$ cat config.mk
export PLATFORM = sky130hd
export DESIGN_NAME = bdcr_regs
export DESIGN_NICKNAME = d
export VERILOG_FILES = /design/src/inc/bdcr_pkg.sv /design/src/design/bdcr_idle_timer.sv /design/src/design/bdcr_regs.sv
export VERILOG_INCLUDE_DIRS = /design/src /design/src/inc
export SDC_FILE = /design/constraint.sdc
export NUM_CORES = 1
export LEC_CHECK = 0
export ABC_CLOCK_PERIOD_IN_PS = 7500
export BUFFER_PORTS_ARGS = -buffer_cell sky130_fd_sc_hd__buf_2
export CAP_MARGIN = 0
export CORE_MARGIN = 2
export CORE_UTILIZATION = 55
export CTS_BUF_LIST = sky130_fd_sc_hd__clkbuf_16
export DETAILED_ROUTE_END_ITERATION = 10
export GPL_ROUTABILITY_DRIVEN = 1
export PLACE_DENSITY = 0.85
export SYNTH_ARGS = -nofsm -noshare
export SYNTH_HDL_FRONTEND = slang
export SYNTH_SLANG_ARGS = --single-unit
$ cat constraint.sdc
create_clock -name clk -period 7.5 [get_ports clk]
set_input_delay 1.125 -clock clk [delete_from_list [all_inputs] [get_ports clk]]
set_output_delay 1.125 -clock clk [all_outputs]
set_load 0.02 [all_outputs]
$ cat src/inc/bdcr_cfg.svh
`ifndef BDCR_CFG_SVH
`define BDCR_CFG_SVH

// --------------------------------------------------------------------------
// configuration offsets
// --------------------------------------------------------------------------
`define BDCR_ADDR_W            8
`define BDCR_UBT_OFFSET        8'hc0
`define BDCR_DIAG_OFFSET       8'hc4

// --------------------------------------------------------------------------
// upstream buffer threshold byte fields
// --------------------------------------------------------------------------
`define BDCR_UBT_W             8
`define BDCR_UBT_RESET         8'h00
`define BDCR_UBT_WMASK         8'h3e
`define BDCR_UBT_SEL_HI        5
`define BDCR_UBT_SEL_LO        4
`define BDCR_UBT_EN_BIT        3
`define BDCR_UBT_CFGMEM_BIT    2
`define BDCR_THR_SEL_CL4       2'h0
`define BDCR_THR_SEL_CL8       2'h1
`define BDCR_THR_SEL_CL12      2'h2
`define BDCR_THR_SEL_2CL4      2'h3
`define BDCR_THR_ADD_4         10'h004
`define BDCR_THR_ADD_8         10'h008
`define BDCR_THR_ADD_12        10'h00c
`define BDCR_CL_DEFAULT_DW     8'h08

// --------------------------------------------------------------------------
// diagnostic register fields
// --------------------------------------------------------------------------
`define BDCR_DIAG_W            21
`define BDCR_DIAG_RESET        21'h120108
`define BDCR_DIAG_UPPER_ZERO   11'h000
`define BDCR_L1_SEP_HI         20
`define BDCR_L1_SEP_LO         18
`define BDCR_L1_SHR_HI         17
`define BDCR_L1_SHR_LO         15
`define BDCR_SECONDARY_BUS_RESET_BIT_SUP_BIT      10
`define BDCR_L1_TMR_HI         9
`define BDCR_L1_TMR_LO         6
`define BDCR_L0S_TMR_HI        5
`define BDCR_L0S_TMR_LO        2

// --------------------------------------------------------------------------
// timing
// --------------------------------------------------------------------------
`define BDCR_CLK_PERIOD_NS     10
`define BDCR_CLK_KHZ           100000
`define BDCR_L1_TICK_NS        512
`define BDCR_L0S_TICK_KHZ      62500
`define BDCR_L1_TICK_CYC  ((`BDCR_L1_TICK_NS + `BDCR_CLK_PERIOD_NS - 1) / `BDCR_CLK_PERIOD_NS)
`define BDCR_L0S_TICK_CYC ((`BDCR_CLK_KHZ + `BDCR_L0S_TICK_KHZ - 1) / `BDCR_L0S_TICK_KHZ)

`endif

$ cat src/inc/bdcr_pkg.sv
`default_nettype none
package bdcr_pkg;
  typedef logic [31:0] bdcr_word_t;
  typedef logic [9:0]  bdcr_thr_t;
  typedef logic [3:0]  bdcr_tmr_t;
  typedef logic [7:0]  bdcr_fts_t;
endpackage
`default_nettype wire

$ cat src/design/bdcr_idle_timer.sv
`include "bdcr_cfg.svh"
`default_nettype none
module bdcr_idle_timer
  import bdcr_pkg::*;
#(
  parameter int PRESCALE = 2
) (
  // clock, enable, reset and clear
  input  wire logic      clk,
  input  wire logic      reset_n,
  input  wire logic      ce,
  input  wire logic      clr,
  // timer control
  input  wire logic      idle,
  input  wire bdcr_tmr_t limit,
  // result
  output logic           expired
);

  localparam int PW = $clog2(PRESCALE + 1);

  logic [PW-1:0] pre_reg;
  logic [PW-1:0] pre_next;
  bdcr_tmr_t     tick_reg;
  bdcr_tmr_t     tick_next;
  logic          exp_next;
  wire           tick;
  wire           reached;

  // --------------------------------------------------------------------------
  // prescaler and tick counter
  // --------------------------------------------------------------------------
  assign tick      = (pre_reg == PW'(PRESCALE - 1));
  assign reached   = (tick_reg >= limit);
  assign pre_next  = (clr || !idle || tick) ? '0 : pre_reg + PW'(1);
  assign tick_next = (clr || !idle) ? '0 : ((tick && !reached) ? tick_reg + 4'h1 : tick_reg);
  assign exp_next  = !clr && idle && reached;

  // state update, frozen while ce is low
  always_ff @(posedge clk or negedge reset_n) begin
    if (!reset_n) begin
      pre_reg  <= '0;
      tick_reg <= '0;
      expired  <= 1'b0;
    end else if (ce) begin
      pre_reg  <= pre_next;
      tick_reg <= tick_next;
      expired  <= exp_next;
    end
  end

  // --------------------------------------------------------------------------
  // checks
  // --------------------------------------------------------------------------
  a_timer_busy_drop: assert property (@(posedge clk) disable iff (!reset_n)
    ce && !idle |=> !expired) else $error("idle timer expired while busy");

endmodule
`default_nettype wire

$ cat src/design/bdcr_regs.sv
`include "bdcr_cfg.svh"
`default_nettype none
module bdcr_regs
  import bdcr_pkg::*;
(
  // clock, enable and resets
  input  wire logic                    clk,
  input  wire logic                    reset_n,
  input  wire logic                    ce,
  input  wire logic                    link_reset_n,
  input  wire logic                    global_reset_pin_n,
  // configuration access port
  input  wire logic                    cfg_wr,
  input  wire logic                    cfg_rd,
  input  wire logic [`BDCR_ADDR_W-1:0] cfg_addr,
  input  wire logic [3:0]              cfg_be,
  input  wire bdcr_word_t              cfg_wdata,
  output bdcr_word_t                   cfg_rdata,
  output logic                         cfg_rvalid,
  // upstream buffer threshold
  input  wire logic [7:0]              cache_line_size_dw,
  input  wire logic [9:0]              up_free_space_dw,
  input  wire logic                    sec_txn_req,
  output bdcr_thr_t                    up_threshold_dw,
  output logic                         sec_txn_accept,
  // mapped register access gate
  input  wire logic                    mmio_cfg_req,
  output logic                         mmio_cfg_grant,
  // link clocking and fast training
  input  wire logic                    shared_clock_config,
  input  wire bdcr_fts_t               n_fts_separate_clk,
  input  wire bdcr_fts_t               n_fts_shared_clk,
  output logic [2:0]                   advertised_l1_exit_latency,
  output bdcr_fts_t                    fts_count,
  // secondary bus reset
  input  wire logic                    secondary_bus_reset_bit,
  output logic                         secondary_reset_out,
  // power state idle timers
  input  wire logic                    link_idle,
  output logic                         l1_entry_req,
  output logic                         standby_entry_req
);

  // --------------------------------------------------------------------------
  // storage and next values
  // --------------------------------------------------------------------------
  logic [`BDCR_UBT_W-1:0]  ubt_reg;
  logic [`BDCR_UBT_W-1:0]  ubt_next;
  logic [`BDCR_DIAG_W-1:0] diag_reg;
  logic [`BDCR_DIAG_W-1:0] diag_next;
  bdcr_word_t              rdata_next;
  bdcr_thr_t               thr_next;
  logic                    accept_next;
  logic [2:0]              lat_next;
  bdcr_fts_t               fts_next;

  // --------------------------------------------------------------------------
  // address decode and write masks
  // --------------------------------------------------------------------------
  wire                     hit_ubt;
  wire                     hit_diag;
  wire                     field_clr;
  wire                     wr_ubt;
  wire                     wr_diag;
  wire [31:0]              be_mask;
  wire [`BDCR_DIAG_W-1:0]  diag_mask;
  wire [`BDCR_UBT_W-1:0]   ubt_mask;

  assign hit_ubt   = (cfg_addr == `BDCR_UBT_OFFSET);
  assign hit_diag  = (cfg_addr == `BDCR_DIAG_OFFSET);
  assign field_clr = !link_reset_n || !global_reset_pin_n;
  assign wr_ubt    = cfg_wr && hit_ubt && cfg_be[0];
  assign wr_diag   = cfg_wr && hit_diag;
  assign be_mask   = {{8{cfg_be[3]}}, {8{cfg_be[2]}}, {8{cfg_be[1]}}, {8{cfg_be[0]}}};
  assign diag_mask = be_mask[`BDCR_DIAG_W-1:0];
  assign ubt_mask  = `BDCR_UBT_WMASK;

  // --------------------------------------------------------------------------
  // register next values
  // --------------------------------------------------------------------------
  // reserved writable bits are plain storage that resets to zero
  assign ubt_next  = field_clr ? `BDCR_UBT_RESET :
                     wr_ubt ? ((ubt_reg & ~ubt_mask) | (cfg_wdata[`BDCR_UBT_W-1:0] & ubt_mask))
                            : ubt_reg;
  assign diag_next = field_clr ? `BDCR_DIAG_RESET :
                     wr_diag ? ((diag_reg & ~diag_mask)
                                | (cfg_wdata[`BDCR_DIAG_W-1:0] & diag_mask))
                             : diag_reg;

  // --------------------------------------------------------------------------
  // field views
  // --------------------------------------------------------------------------
  wire [1:0] thr_sel;
  wire       thr_en;
  wire       cfg_mem_en;
  wire [2:0] l1_exit_latency_separate_clk;
  wire [2:0] l1_exit_latency_shared_clk;
  wire       secondary_reset_suppress;
  wire [3:0] l1_entry_idle_timer;
  wire [3:0] standby_entry_idle_timer;

  assign thr_sel                      = ubt_reg[`BDCR_UBT_SEL_HI:`BDCR_UBT_SEL_LO];
  assign thr_en                       = ubt_reg[`BDCR_UBT_EN_BIT];
  assign cfg_mem_en                   = ubt_reg[`BDCR_UBT_CFGMEM_BIT];
  assign l1_exit_latency_separate_clk = diag_reg[`BDCR_L1_SEP_HI:`BDCR_L1_SEP_LO];
  assign l1_exit_latency_shared_clk   = diag_reg[`BDCR_L1_SHR_HI:`BDCR_L1_SHR_LO];
  assign secondary_reset_suppress     = diag_reg[`BDCR_SECONDARY_BUS_RESET_BIT_SUP_BIT];
  assign l1_entry_idle_timer          = diag_reg[`BDCR_L1_TMR_HI:`BDCR_L1_TMR_LO];
  assign standby_entry_idle_timer     = diag_reg[`BDCR_L0S_TMR_HI:`BDCR_L0S_TMR_LO];

  // --------------------------------------------------------------------------
  // read data
  // --------------------------------------------------------------------------
  // unmapped offsets and upper bytes of the threshold word read as zero
  assign rdata_next = hit_ubt  ? {24'h000000, ubt_reg} :
                      hit_diag ? {`BDCR_DIAG_UPPER_ZERO, diag_reg} :
                                 32'h00000000;

  // --------------------------------------------------------------------------
  // upstream buffer threshold
  // --------------------------------------------------------------------------
  // a cache line size is taken as valid when it is a nonzero power of two
  wire       cl_valid;
  wire [7:0] cl_dw;
  wire [9:0] cl_ext;

  assign cl_valid = (cache_line_size_dw != 8'h00)
                    && ((cache_line_size_dw & (cache_line_size_dw - 8'h01)) == 8'h00);
  assign cl_dw    = cl_valid ? cache_line_size_dw : `BDCR_CL_DEFAULT_DW;
  assign cl_ext   = {2'h0, cl_dw};

  // free space needed before a transaction is taken
  always_comb begin
    case (thr_sel)
      `BDCR_THR_SEL_CL4:  thr_next = cl_ext + `BDCR_THR_ADD_4;
      `BDCR_THR_SEL_CL8:  thr_next = cl_ext + `BDCR_THR_ADD_8;
      `BDCR_THR_SEL_CL12: thr_next = cl_ext + `BDCR_THR_ADD_12;
      `BDCR_THR_SEL_2CL4: thr_next = {cl_ext[8:0], 1'b0} + `BDCR_THR_ADD_4;
      default:            thr_next = cl_ext + `BDCR_THR_ADD_4;
    endcase
  end

  // decision uses the threshold computed from the current fields
  assign accept_next = sec_txn_req
                       && (!thr_en || (up_free_space_dw >= thr_next));

  // --------------------------------------------------------------------------
  // link clocking selections
  // --------------------------------------------------------------------------
  assign lat_next = shared_clock_config ? l1_exit_latency_separate_clk
                                        : l1_exit_latency_shared_clk;
  assign fts_next = shared_clock_config ? n_fts_shared_clk : n_fts_separate_clk;

  // --------------------------------------------------------------------------
  // registers and registered outputs
  // --------------------------------------------------------------------------
  always_ff @(posedge clk or negedge reset_n) begin
    if (!reset_n) begin
      ubt_reg  <= `BDCR_UBT_RESET;
      diag_reg <= `BDCR_DIAG_RESET;
    end else if (ce) begin
      ubt_reg  <= ubt_next;
      diag_reg <= diag_next;
    end
  end

  // read port answers one cycle after the request
  always_ff @(posedge clk or negedge reset_n) begin
    if (!reset_n) begin
      cfg_rdata  <= 32'h00000000;
      cfg_rvalid <= 1'b0;
    end else if (ce) begin
      cfg_rdata  <= cfg_rd ? rdata_next : cfg_rdata;
      cfg_rvalid <= cfg_rd;
    end
  end

  // threshold, acceptance and access gate
  always_ff @(posedge clk or negedge reset_n) begin
    if (!reset_n) begin
      up_threshold_dw <= 10'h000;
      sec_txn_accept  <= 1'b0;
      mmio_cfg_grant  <= 1'b0;
    end else if (ce) begin
      up_threshold_dw <= thr_next;
      sec_txn_accept  <= accept_next;
      mmio_cfg_grant  <= mmio_cfg_req && cfg_mem_en;
    end
  end

  // latency mirror, training count and secondary reset
  always_ff @(posedge clk or negedge reset_n) begin
    if (!reset_n) begin
      advertised_l1_exit_latency <= 3'h0;
      fts_count                  <= 8'h00;
      secondary_reset_out        <= 1'b0;
    end else if (ce) begin
      advertised_l1_exit_latency <= lat_next;
      fts_count                  <= fts_next;
      secondary_reset_out        <= secondary_bus_reset_bit && !secondary_reset_suppress;
    end
  end

  // --------------------------------------------------------------------------
  // idle timers
  // --------------------------------------------------------------------------
  bdcr_idle_timer #(
    .PRESCALE (`BDCR_L1_TICK_CYC)
  ) u_l1_timer (
    .clk     (clk),
    .reset_n (reset_n),
    .ce      (ce),
    .clr     (field_clr),
    .idle    (link_idle),
    .limit   (l1_entry_idle_timer),
    .expired (l1_entry_req)
  );

  bdcr_idle_timer #(
    .PRESCALE (`BDCR_L0S_TICK_CYC)
  ) u_standby_timer (
    .clk     (clk),
    .reset_n (reset_n),
    .ce      (ce),
    .clr     (field_clr),
    .idle    (link_idle),
    .limit   (standby_entry_idle_timer),
    .expired (standby_entry_req)
  );

  // --------------------------------------------------------------------------
  // checks
  // --------------------------------------------------------------------------
  a_thr_valid_cl: assert property (@(posedge clk) disable iff (!reset_n)
    ce && !field_clr && !wr_ubt && thr_sel == 2'h2 && cache_line_size_dw == 8'h10
    |=> up_threshold_dw == 10'h01c) else $error("threshold decode wrong");

  a_thr_bad_cl: assert property (@(posedge clk) disable iff (!reset_n)
    ce && thr_sel == 2'h3 && cache_line_size_dw == 8'h0c
    |=> up_threshold_dw == 10'h014) else $error("invalid cache line not 8 DW");

  a_thr_mode_off: assert property (@(posedge clk) disable iff (!reset_n)
    ce && !thr_en && sec_txn_req |=> sec_txn_accept) else $error("refused with mode off");

  a_thr_refuse: assert property (@(posedge clk) disable iff (!reset_n)
    ce && thr_en && sec_txn_req && up_free_space_dw < thr_next
    |=> !sec_txn_accept) else $error("accepted without free space");

  a_mmio_gate_off: assert property (@(posedge clk) disable iff (!reset_n)
    ce && !cfg_mem_en |=> !mmio_cfg_grant) else $error("mapped access while disabled");

  a_ubt_bit0_zero: assert property (@(posedge clk) disable iff (!reset_n)
    $past(ce) && cfg_rvalid && $past(cfg_addr) == `BDCR_UBT_OFFSET
    |-> cfg_rdata[0] == 1'b0) else $error("reserved bit 0 read nonzero");

  a_diag_upper_zero: assert property (@(posedge clk) disable iff (!reset_n)
    $past(ce) && cfg_rvalid && $past(cfg_addr) == `BDCR_DIAG_OFFSET
    |-> cfg_rdata[31:21] == 11'h000) else $error("upper diagnostic bits nonzero");

  a_field_reset: assert property (@(posedge clk) disable iff (!reset_n)
    ce && field_clr |=> diag_reg == `BDCR_DIAG_RESET && ubt_reg == `BDCR_UBT_RESET)
    else $error("fields not restored by reset input");

  a_l1_mirror: assert property (@(posedge clk) disable iff (!reset_n)
    ce && shared_clock_config
    |=> advertised_l1_exit_latency == $past(diag_reg[20:18])) else $error("latency mirror");

  a_l1_mirror_sep: assert property (@(posedge clk) disable iff (!reset_n)
    ce && !shared_clock_config
    |=> advertised_l1_exit_latency == $past(diag_reg[17:15])) else $error("latency mirror");

  a_secondary_bus_reset_bit_masked: assert property (@(posedge clk) disable iff (!reset_n)
    ce && secondary_reset_suppress |=> !secondary_reset_out) else $error("reset not masked");

  a_fts_select: assert property (@(posedge clk) disable iff (!reset_n)
    ce && shared_clock_config |=> fts_count == $past(n_fts_shared_clk))
    else $error("wrong fast training count");

endmodule
`default_nettype wire

==> qor.txt, run 1 <==
maximum root-to-sink buffer count: 2
Max Cap Viol: 0
vias per inst: 5.55
Via Count: 4077
GRT Util Overall: 24.4%
initial antenna violation count: 0
RSZ-0062 raised after global routing: no
wire per inst: 15.1 µm
cell mode on critical path: a21oi_1
CP Launch Type: primary input
leakage: 2.87 nW
# fillers: 691
DRC Markers: 0
GRT overflow: 0
total wire length: 11.1 mm
antenna cells: 0
maximum VDD drop: 0.112 mV
GRT Max-Usage Layer: met2
GR Util met1: 33.0%
ys flop type: dfrtp_1
Syn-to-layout area delta: 19.9%
Die W: 96.8 µm
WS Path Type: primary input to register
CP bufs+invs: 1
Resize count post-CTS: 0
fin crit share: 52.2%
footprint of the multi-input gates: 2250 µm²
Critical Path RT: 7.71 ns
count of final setup violators: 0
Avg Inst Size Synth: 9.29 µm²
DRT iter0 DRCs: 234
io pins: 149
share of layout cells above drive strength 1: 24.9%
WHS Path Cells: 2
Seq. cell area: 2260 µm²
mapped cell area: 4740 µm²
Skew-Pair Late Insertion Delay: 0.33 ns
setup_tns: 0 ns
cells on worst reg2reg path: 13
fmax: 256 MHz
post-route ant nets: 0
core area: 8300 µm²
CTS H-tree lvls: 3
Distinct cells, synth: 52
worst-case hold slack: 0.476 ns
CTS tree: yes
CP endpoint kind: register
pin count of the biggest net entering global routing: 71
post-DP HPWL: 8.17 mm
Final Cell Area: 5680 µm²
clock sinks: 90
Final Skew: 0.00737 ns
Synth Register Bits: 90
Post-synth ARST share: 100%
status: complete, no violations
Hold WC Path Type: register to register
worst reg2reg setup slack: 4.71 ns
post-CTS setup buffers: 0
Data arrival, critical path: 4.12 ns
vias in the first global route: 3961
Hold Vio Cnt, Final: 0
warning count from the yosys run: 0
critical path fanouts, max: 6
worst relative slew slack: 24.6%
Cells after DPL: 719
minimum clock period: 3.91 ns
Worst Hold Launch: cfg_rdata[20]$_DFFE_PN0P_
placed cell areas: 5380 µm²
cts bufs inserted: 9
Mapped Cells: 510
pwr dens: 195 nW/µm²
critical path's largest stage delay: 0.43 ns
Critical R2R Capture: sec_txn_accept$_DFFE_PN0P_
Die Area: 9380 µm²
Slowest cell on crit path: o21bai_1
clk root buf: clkbuf_16
drt pass-1 iters: 4
Initial Utilization: 57.1%
global-route wire length before repair: 18.8 mm
clk slew on worst S/H paths: 0.07 ns
Row Count: 33
Slew Limit Fails: 0
cts hold-fix bufs: 0
critical path, cell by cell: buf_2, nor4_4, nor3_1, o21bai_1, ha_1, a21oi_1, o21ai_0, a22oi_1, nor2_1, a21oi_1, ha_1, a21o_1, a21oi_1, o21ai_0, nand2_1, a31oi_1
GP Congestion: 0.836
post-synthesis sequential area ratio: 47.6%
M3 GR Usage: 4.41%
top cell family by delay on the critical path: compound AO/OA/AOI/OAI gates
Least-Margin Pin Slew: 1.13 ns
reg-to-reg startpoint: ubt_reg[5]$_DFFE_PN0P_
chip height: 96.8 µm
Layout Cells excl Fill: 735
IO buf count: 125
met2 usage: 40.4%
number of flops mapped to enable cells by yosys: 0
Hold EP: cfg_rdata[20]$_DFFE_PN0P_
final layout net count: 741
cell usage after synthesis (all sizes together), types with 2 or more instances:
library cell | number | share of area [%]
a22o | 9 | 1.7
and3 | 4 | 0.53
nor3 | 4 | 0.42
a21bo | 2 | 0.42
o22ai | 2 | 0.26
a22oi | 6 | 0.95
nand2b | 5 | 0.66
nand2 | 85 | 6.7
mux2 | 5 | 1.2
o21ai | 43 | 4.5
buf | 15 | 2.2
dfrtp | 86 | 45
a31oi | 2 | 0.26
mux2i | 16 | 3.4
a21oi | 39 | 4.1
nor2 | 28 | 2.2
clkbuf | 19 | 1.5
nor2b | 6 | 0.79
conb | 2 | 0.16
o31ai | 3 | 0.48
nand3b | 2 | 0.32
xor2 | 7 | 1.3
a31o | 2 | 0.37
inv | 24 | 1.9
a211oi | 2 | 0.32
a21o | 10 | 1.6
nand4 | 4 | 0.53
and2 | 5 | 0.71
dfstp | 4 | 2.2
nand3 | 26 | 2.7
o211ai | 5 | 0.79
ha | 25 | 6.6
placed cells by master (no fill, tap or decap), drive strengths merged, types with 3 or more instances in the layout:
cell	netlist	routed
conb	2	12
nand3	26	26
nand2	85	85
o211ai	5	5
xor2	7	7
clkbuf	19	9
nor2b	6	6
a22oi	6	6
a21o	10	10
o31ai	3	3
and3	4	4
a21oi	39	39
dfrtp	86	86
inv	24	27
nand2b	5	5
nand4	4	4
a22o	9	9
ha	25	25
o21ai	43	43
mux2	5	5
nor2	28	28
nor3	4	4
buf	15	128
and2	5	5
dfstp	4	4
mux2i	16	16
layer usage:
layer / share of wire, % / vias up
met5: 0 / -
met4: 1.4 / 0
met3: 4.7 / 16
met2: 50 / 116
met1: 44 / 1962
li1: - / 1983
layout make-up:
class / count / share of cell area, %
Clock buffer: 9 / 3.96
Clock inverter: 7 / 1.34
Inverter: 24 / 1.59
Multi-Input combinational cell: 372 / 39.6
Sequential cell: 90 / 39.7
Tap cell: 105 / 2.31
Timing Repair Buffer: 128 / 11.4
report_power, final:
group / switching, W / leakage (nW) / total (W) / internal, W
Combinational: 0.0000856 / 1.53 / 0.000137 / 0.0000510
Clock: 0.000194 / 0.148 / 0.000455 / 0.000261
Sequential: 0.0000122 / 1.19 / 0.000518 / 0.000506
Total: 0.000292 / 2.87 / 0.00111 / 0.000817
stage by stage:
step	setup WS [ns]	util, %	total power [W]
after detailed placement	3.26	64.8	0.000664
after CTS	3.61	68.5	0.00112
final	3.59	68.5	0.00111
after global placement	3.31	64.8	0.000657
after global routing	3.25	68.5	0.00116
after floorplan	3.83	-	0.000608
cells by family after synthesis:
kind of cell             count (synthesis)  synth area share, %
XOR/XNOR                                 8                 1.48
AND/OR/NAND/NOR                        175                 16.9
adder cells (fa/ha/maj)                 26                 7.02
buffers and inverters                   58                 5.65
flip-flops                              90                 47.6
other                                    2                0.158
AO/OA/AOI/OAI                          130                 16.6
multiplexers                            21                 4.57
worst max-delay path by stage:
stage	endpoint	depth (start not counted)	start	slack [ns]
floorplan	sec_txn_accept$_DFFE_PN0P_	15	cache_line_size_dw[2]	3.83
CTS	sec_txn_accept$_DFFE_PN0P_	16	cache_line_size_dw[2]	3.61
detailed placement	sec_txn_accept$_DFFE_PN0P_	16	cache_line_size_dw[2]	3.26
global placement	sec_txn_accept$_DFFE_PN0P_	16	cache_line_size_dw[2]	3.31
global route	sec_txn_accept$_DFFE_PN0P_	17	cache_line_size_dw[3]	3.25
finish	sec_txn_accept$_DFFE_PN0P_	16	cache_line_size_dw[2]	3.59
worst register-to-register path: cells and delay by family, from the launching register on:
kind            cells  cell delay, ns
compound gates      8            1.11
fa+ha+maj           2            0.56
flops               1            0.53
simple gates        3            0.47
(Power assumes the default switching activity.)
==> run 2: changes to the inputs <==
--- a/config.mk
+++ b/config.mk
@@ -6,15 +6,15 @@
 export SDC_FILE = /design/constraint.sdc
 export NUM_CORES = 1
 export LEC_CHECK = 0
-export ABC_CLOCK_PERIOD_IN_PS = 7500
+export ABC_CLOCK_PERIOD_IN_PS = 3390
 export BUFFER_PORTS_ARGS = -buffer_cell sky130_fd_sc_hd__buf_2
 export CAP_MARGIN = 0
 export CORE_MARGIN = 2
-export CORE_UTILIZATION = 55
+export CORE_UTILIZATION = 47
 export CTS_BUF_LIST = sky130_fd_sc_hd__clkbuf_16
 export DETAILED_ROUTE_END_ITERATION = 10
 export GPL_ROUTABILITY_DRIVEN = 1
-export PLACE_DENSITY = 0.85
+export PLACE_DENSITY = 0.77
 export SYNTH_ARGS = -nofsm -noshare
 export SYNTH_HDL_FRONTEND = slang
 export SYNTH_SLANG_ARGS = --single-unit
==> constraint.sdc (replaced) <==
create_clock -name clk -period 3.39 [get_ports clk]
set_input_delay 0.5085 -clock clk [delete_from_list [all_inputs] [get_ports clk]]
set_output_delay 0.5085 -clock clk [all_outputs]
set_load 0.02 [all_outputs]
==> qor.txt, run 2 (synthesis results as in run 1) <==
most common cell after layout, fill and taps aside: buf_2
final worst setup slack: 0.157 ns
Slowest cell on crit path: nor4_4
count of final setup violators: 0
clk slew on worst S/H paths: 0.06 ns
Final Cell Area: 5830 µm²
Hold WC Path Type: primary input to asynchronous set/reset pin
post-route ant nets: 0
Critical R2R Capture: sec_txn_accept$_DFFE_PN0P_
Data arrival, critical path: 3.44 ns
initial antenna violation count: 0
cts bufs inserted: 9
clock sinks: 90
CTS tree: yes
critical path's largest stage delay: 0.38 ns
most frequent cells in the layout: 124 x buf_2, 86 x dfrtp_1, 84 x nand2_1
Hold Vio Cnt, Final: 0
placed cell areas: 5480 µm²
maximum VDD drop: 0.222 mV
CP endpoint kind: register
share of layout cells above drive strength 1: 26.7%
Max Cap Viol: 0
Initial Utilization: 48.5%
core area: 9770 µm²
clk root buf: clkbuf_16
crit path to: sec_txn_accept$_DFFE_PN0P_
pin count of the biggest net entering global routing: 50
cells on worst reg2reg path: 13
Final Skew: 0.00709 ns
GRT Util Overall: 21.3%
total wire length: 11.5 mm
Row Count: 36
Setup WS pre-CTS: -0.237 ns
worst reg2reg setup slack: 0.63 ns
Skew-Pair Late Insertion Delay: 0.34 ns
cts hold-fix bufs: 0
fmax: 309 MHz
maximum root-to-sink buffer count: 2
leakage: 2.93 nW
final layout net count: 751
pwr dens: 439 nW/µm²
DRC Markers: 0
Critical Path RT: 3.60 ns
# fillers: 835
CTS H-tree lvls: 3
DRT iter0 DRCs: 221
critical path fanouts, max: 5
Layout Cells excl Fill: 773
post-DP HPWL: 8.61 mm
vias per inst: 5.26
WS Path Type: primary input to register
minimum clock period: 3.23 ns
fin crit share: 95.4%
vias in the first global route: 4080
chip height: 104 µm
Least-Margin Pin Slew: 0.629 ns
Slew Limit Fails: 0
reg-to-reg startpoint: ubt_reg[5]$_DFFE_PN0P_
drt pass-1 iters: 4
final core utilization: 59.7%
CP Launch Type: primary input
antenna cells: 0
io pins: 149
status: complete, no violations
Syn-to-layout area delta: 23.1%
Die W: 104 µm
Worst Setup SP: cache_line_size_dw[5]
Die Area: 10900 µm²
worst relative slew slack: 58.1%
Via Count: 4066
IO buf count: 125
GRT overflow: 0
setup_tns: 0 ns
critical path, cell by cell: buf_2, buf_4, nor4_4, o211ai_1, nand2_2, o21bai_1, ha_1, a21oi_1, o21ai_0, a22oi_1, nor2_1, a21oi_2, ha_1, a21o_1, a21oi_1, o21ai_1, nand2_1, a31oi_1
wire per inst: 14.9 µm
Cells after DPL: 755
global-route wire length before repair: 18.9 mm
GP Congestion: 0.889
-- run 2: cell count changes in the layout (fill, tap and decap cells not counted), sizes merged --
cell      before  now
buf          128  138
bufinv         1    2
clkinvlp       1    0
-- run 2: final cells by class --
| class | count | area, µm² | area share [%] |
|---|---|---|---|
| Clock buffer | 9 | 225 | 3.86 |
| Timing Repair Buffer | 138 | 726 | 12.4 |
| Sequential cell | 90 | 2260 | 38.7 |
| Clock inverter | 7 | 106 | 1.82 |
| Inverter | 24 | 90.1 | 1.54 |
| Multi-Input combinational cell | 372 | 2260 | 38.8 |
| Tap cell | 133 | 166 | 2.85 |
-- run 2: power by group --
part	switching [W]	total (W)	internal [W]
logic	0.000192	0.000311	0.000119
clock network	0.000444	0.00110	0.000659
registers	0.0000269	0.00115	0.00112
total	0.000663	0.00256	0.00190
-- run 2: worst min path at each step --
stage / to
final: up_threshold_dw[9]$_DFFE_PN0P_
after global routing: fts_count[4]$_DFFE_PN0P_
after CTS: fts_count[4]$_DFFE_PN0P_
after detailed placement: cfg_rdata[2]$_DFFE_PN0P_
after global placement: cfg_rdata[1]$_DFFE_PN0P_
after floorplan: advertised_l1_exit_latency[0]$_DFFE_PN0P_
-- run 2: routing by layer --
| metal | vias to the layer above | global-route usage, % | wire length [µm] |
|---|---|---|---|
| li1 | 1997 | - | - |
| met1 | 1954 | 27.5 | 5040 |
| met2 | 107 | 37.2 | 5790 |
| met3 | 8 | 3.26 | 591 |
| met4 | 0 | 5.79 | 95 |
| met5 | - | 0 | 0 |
-- run 2: stage by stage --
stage               total power [W]  hold WS (ns)
global route                0.00267         0.240
detailed placement          0.00148         0.469
CTS                         0.00258         0.228
global placement            0.00146         0.463
floorplan                   0.00134         0.213
finish                      0.00256         0.196
-- run 2: worst max-delay path, delay by kind of cell --
family / cells / cell delay [ns]
AND/OR/NAND/NOR: 4 / 0.68
adder cells (fa/ha/maj): 2 / 0.56
buffers and inverters: 2 / 0.27
AO/OA/AOI/OAI: 10 / 1.42
-- run 2: what timing repair did --
item,4_1_cts,5_1_grt
setup buffers,0,2
endpoints found under the setup margin,0,1
gates resized for setup,0,4
==> run 3: changes to the inputs <==
--- a/config.mk
+++ b/config.mk
@@ -6,6 +6,7 @@
 export SDC_FILE = /design/constraint.sdc
 export NUM_CORES = 1
 export LEC_CHECK = 0
+export ABC_AREA = 1
 export ABC_CLOCK_PERIOD_IN_PS = 3390
 export BUFFER_PORTS_ARGS = -buffer_cell sky130_fd_sc_hd__buf_2
 export CAP_MARGIN = 0
==> qor.txt, run 3 <==
drt pass-1 iters: 5
GRT Util Overall: 22.1%
most common cell in the netlist: nand2_1
internal power: 0.00179 W
io pins: 149
ys flop type: dfrtp_1
Critical Path RT: 3.66 ns
Avg Inst Size Synth: 8.36 µm²
DRT iter0 DRCs: 264
Syn-to-layout area delta: 21.3%
post-synth top area cell: dfrtp_1
CTS H-tree lvls: 3
clock sinks: 90
Synth Register Bits: 90
WS Path Type: primary input to register
Slew Limit Fails: 0
post-DP HPWL: 8.99 mm
CP endpoint kind: register
maximum VDD drop: 0.213 mV
Cells after DPL: 829
setup_tns: 0 ns
cts bufs inserted: 9
ranking of synthesized cells by area: dfrtp_1 45%, nand2_1 9.6%, o21ai_0 6.5%, ha_1 6.5%, inv_1 4.4%
Flop pwr share: 46.7%
cts hold-fix bufs: 0
pin count of the biggest net entering global routing: 54
RSZ-0062 raised after global routing: no
DRC Markers: 0
CP Launch Type: primary input
Post-synth top cells: 124 x nand2_1, 86 x dfrtp_1, 63 x o21ai_0
critical path fanouts, max: 10
met3 WL: 670 µm
worst reg2reg setup slack: 0.80 ns
Least-Margin Pin Slew: 0.660 ns
Mapped Cells: 578
Skew-Pair Late Insertion Delay: 0.34 ns
status: complete, no violations
post-synthesis sequential area ratio: 46.7%
Hold WC Path Type: primary input to asynchronous set/reset pin
# fillers: 909
reg-to-reg startpoint: ubt_reg[5]$_DFFE_PN0P_
clk root buf: clkbuf_16
Final Skew: 0.0101 ns
final core utilization: 57.8%
Initial Utilization: 47.7%
Worst Setup SP: cache_line_size_dw[2]
Data arrival, critical path: 3.30 ns
maximum root-to-sink buffer count: 2
pwr dens: 432 nW/µm²
Final Power: 0.00253 W
core area: 10100 µm²
switching share of total power: 29.2%
vias in the first global route: 4140
Comb pwr share: 16.7%
Via Count: 4412
vias per inst: 5.22
Distinct cells, synth: 38
clk slew on worst S/H paths: 0.07 ns
Hold Vio Cnt, Final: 0
fmax: 330 MHz
global-route wire length before repair: 19.7 mm
Clock power frac: 36.6%
final layout net count: 820
warning count from the yosys run: 0
CTS tree: yes
chip height: 105 µm
post-route ant nets: 0
WL met1: 5.37 mm
mapped cell area: 4830 µm²
fin crit share: 89.5%
max layer used: met4
Die Area: 11100 µm²
minimum clock period: 3.03 ns
Max Cap Viol: 0
count of final setup violators: 0
total wire length: 12.1 mm
share of layout cells above drive strength 1: 25.2%
Post-synth ARST share: 100%
number of flops mapped to enable cells by yosys: 0
post-CTS setup buffers: 0
worst-case hold slack: 0.194 ns
Layout Cells excl Fill: 845
worst relative slew slack: 56.0%
wire per inst: 14.3 µm
IO buf count: 125
Sw Pwr: 0.000741 W
most frequent cells in the layout: 124 x nand2_1, 124 x buf_2, 86 x dfrtp_1
Row Count: 37
GRT overflow: 0
met2 WL post-DR: 5.90 mm
antenna cells: 0
Die W: 105 µm
GP Congestion: 0.851
leakage: 3.08 nW
initial antenna violation count: 0
share of the synthesized area in the top cell type: 44.5%
==> run 3: area by class of cell <==
cell class / count / area, µm² / area share [%]
multi-input combinational: 404 / 2210 / 37.8
clock inverter: 7 / 51.3 / 0.875
clock buffer: 9 / 225 / 3.84
inverter: 64 / 243 / 4.14
sequential: 90 / 2260 / 38.5
timing repair buffer: 135 / 703 / 12.0
tap: 136 / 170 / 2.90
==> run 3: critical path: stages <==
cell	delay, ns
buf_2	0.12
nor2_1	0.15
nand3_1	0.12
nand2_1	0.09
inv_2	0.06
nor2_8	0.15
nand3_1	0.16
fa_1	0.54
nor2_1	0.06
nor3_2	0.21
inv_1	0.06
ha_1	0.29
nand2_1	0.09
nor4_1	0.30
nand3_1	0.13
nand4_1	0.10
nand3_1	0.07
nand2_1	0.08
==> run 3: through the flow <==
step	setup slack (ns)	cell area [µm²]
after detailed placement	0.00376	5580
final	0.357	5860
after global routing	0.0554	5860
after global placement	0.166	5580
after CTS	0.342	5860
after floorplan	0.476	4870
==> run 3: per-layer routing <==
| layer | GRT usage [%] | vias to the layer above |
|---|---|---|
| li1 | - | 2145 |
| met1 | 30.0 | 2104 |
| met2 | 36.8 | 154 |
| met3 | 3.28 | 9 |
| met4 | 6.67 | 0 |
| met5 | 0 | - |
==> run 3: cell families (layout without fill, tap and decap cells) <==
family,after synthesis,count (layout),share of synthesized area (%)
buffers and inverters,94,215,8.39
other,2,12,0.155
adders and majority gates,26,26,6.89
xor gates and xnor gates,8,8,1.45
AOI/OAI and AO/OA,126,126,15.3
and+or+nand+nor,232,232,21.1
DFF,90,90,46.7
==> run 3: repair_timing <==
item	CTS	global route
resized for setup	0	1
endpoints found under the setup margin	0	1
hold endpoints to repair	0	0
==> run 3: final timing paths <==
check | end | cells past startpoint
worst max-delay path | sec_txn_accept$_DFFE_PN0P_ | 18
worst min-delay path | fts_count[0]$_DFFE_PN0P_ | 1
worst max register to register | sec_txn_accept$_DFFE_PN0P_ | 13
worst min register to register | up_threshold_dw[8]$_DFFE_PN0P_ | 2
max in group asynchronous | diag_reg[17]$_DFFE_PN1P_ | 2
min in group clk | secondary_reset_out$_DFFE_PN0P_ | 3
==> run 3: power by group through the flow <==
stage                     clock network (W)  registers, W  logic (W)
final                              0.000926       0.00118   0.000423
after global routing               0.000985       0.00119   0.000478
after CTS                          0.000943       0.00118   0.000426
after detailed placement                  0       0.00120   0.000422
after global placement                    0       0.00120   0.000407
after floorplan                           0       0.00124   0.000218
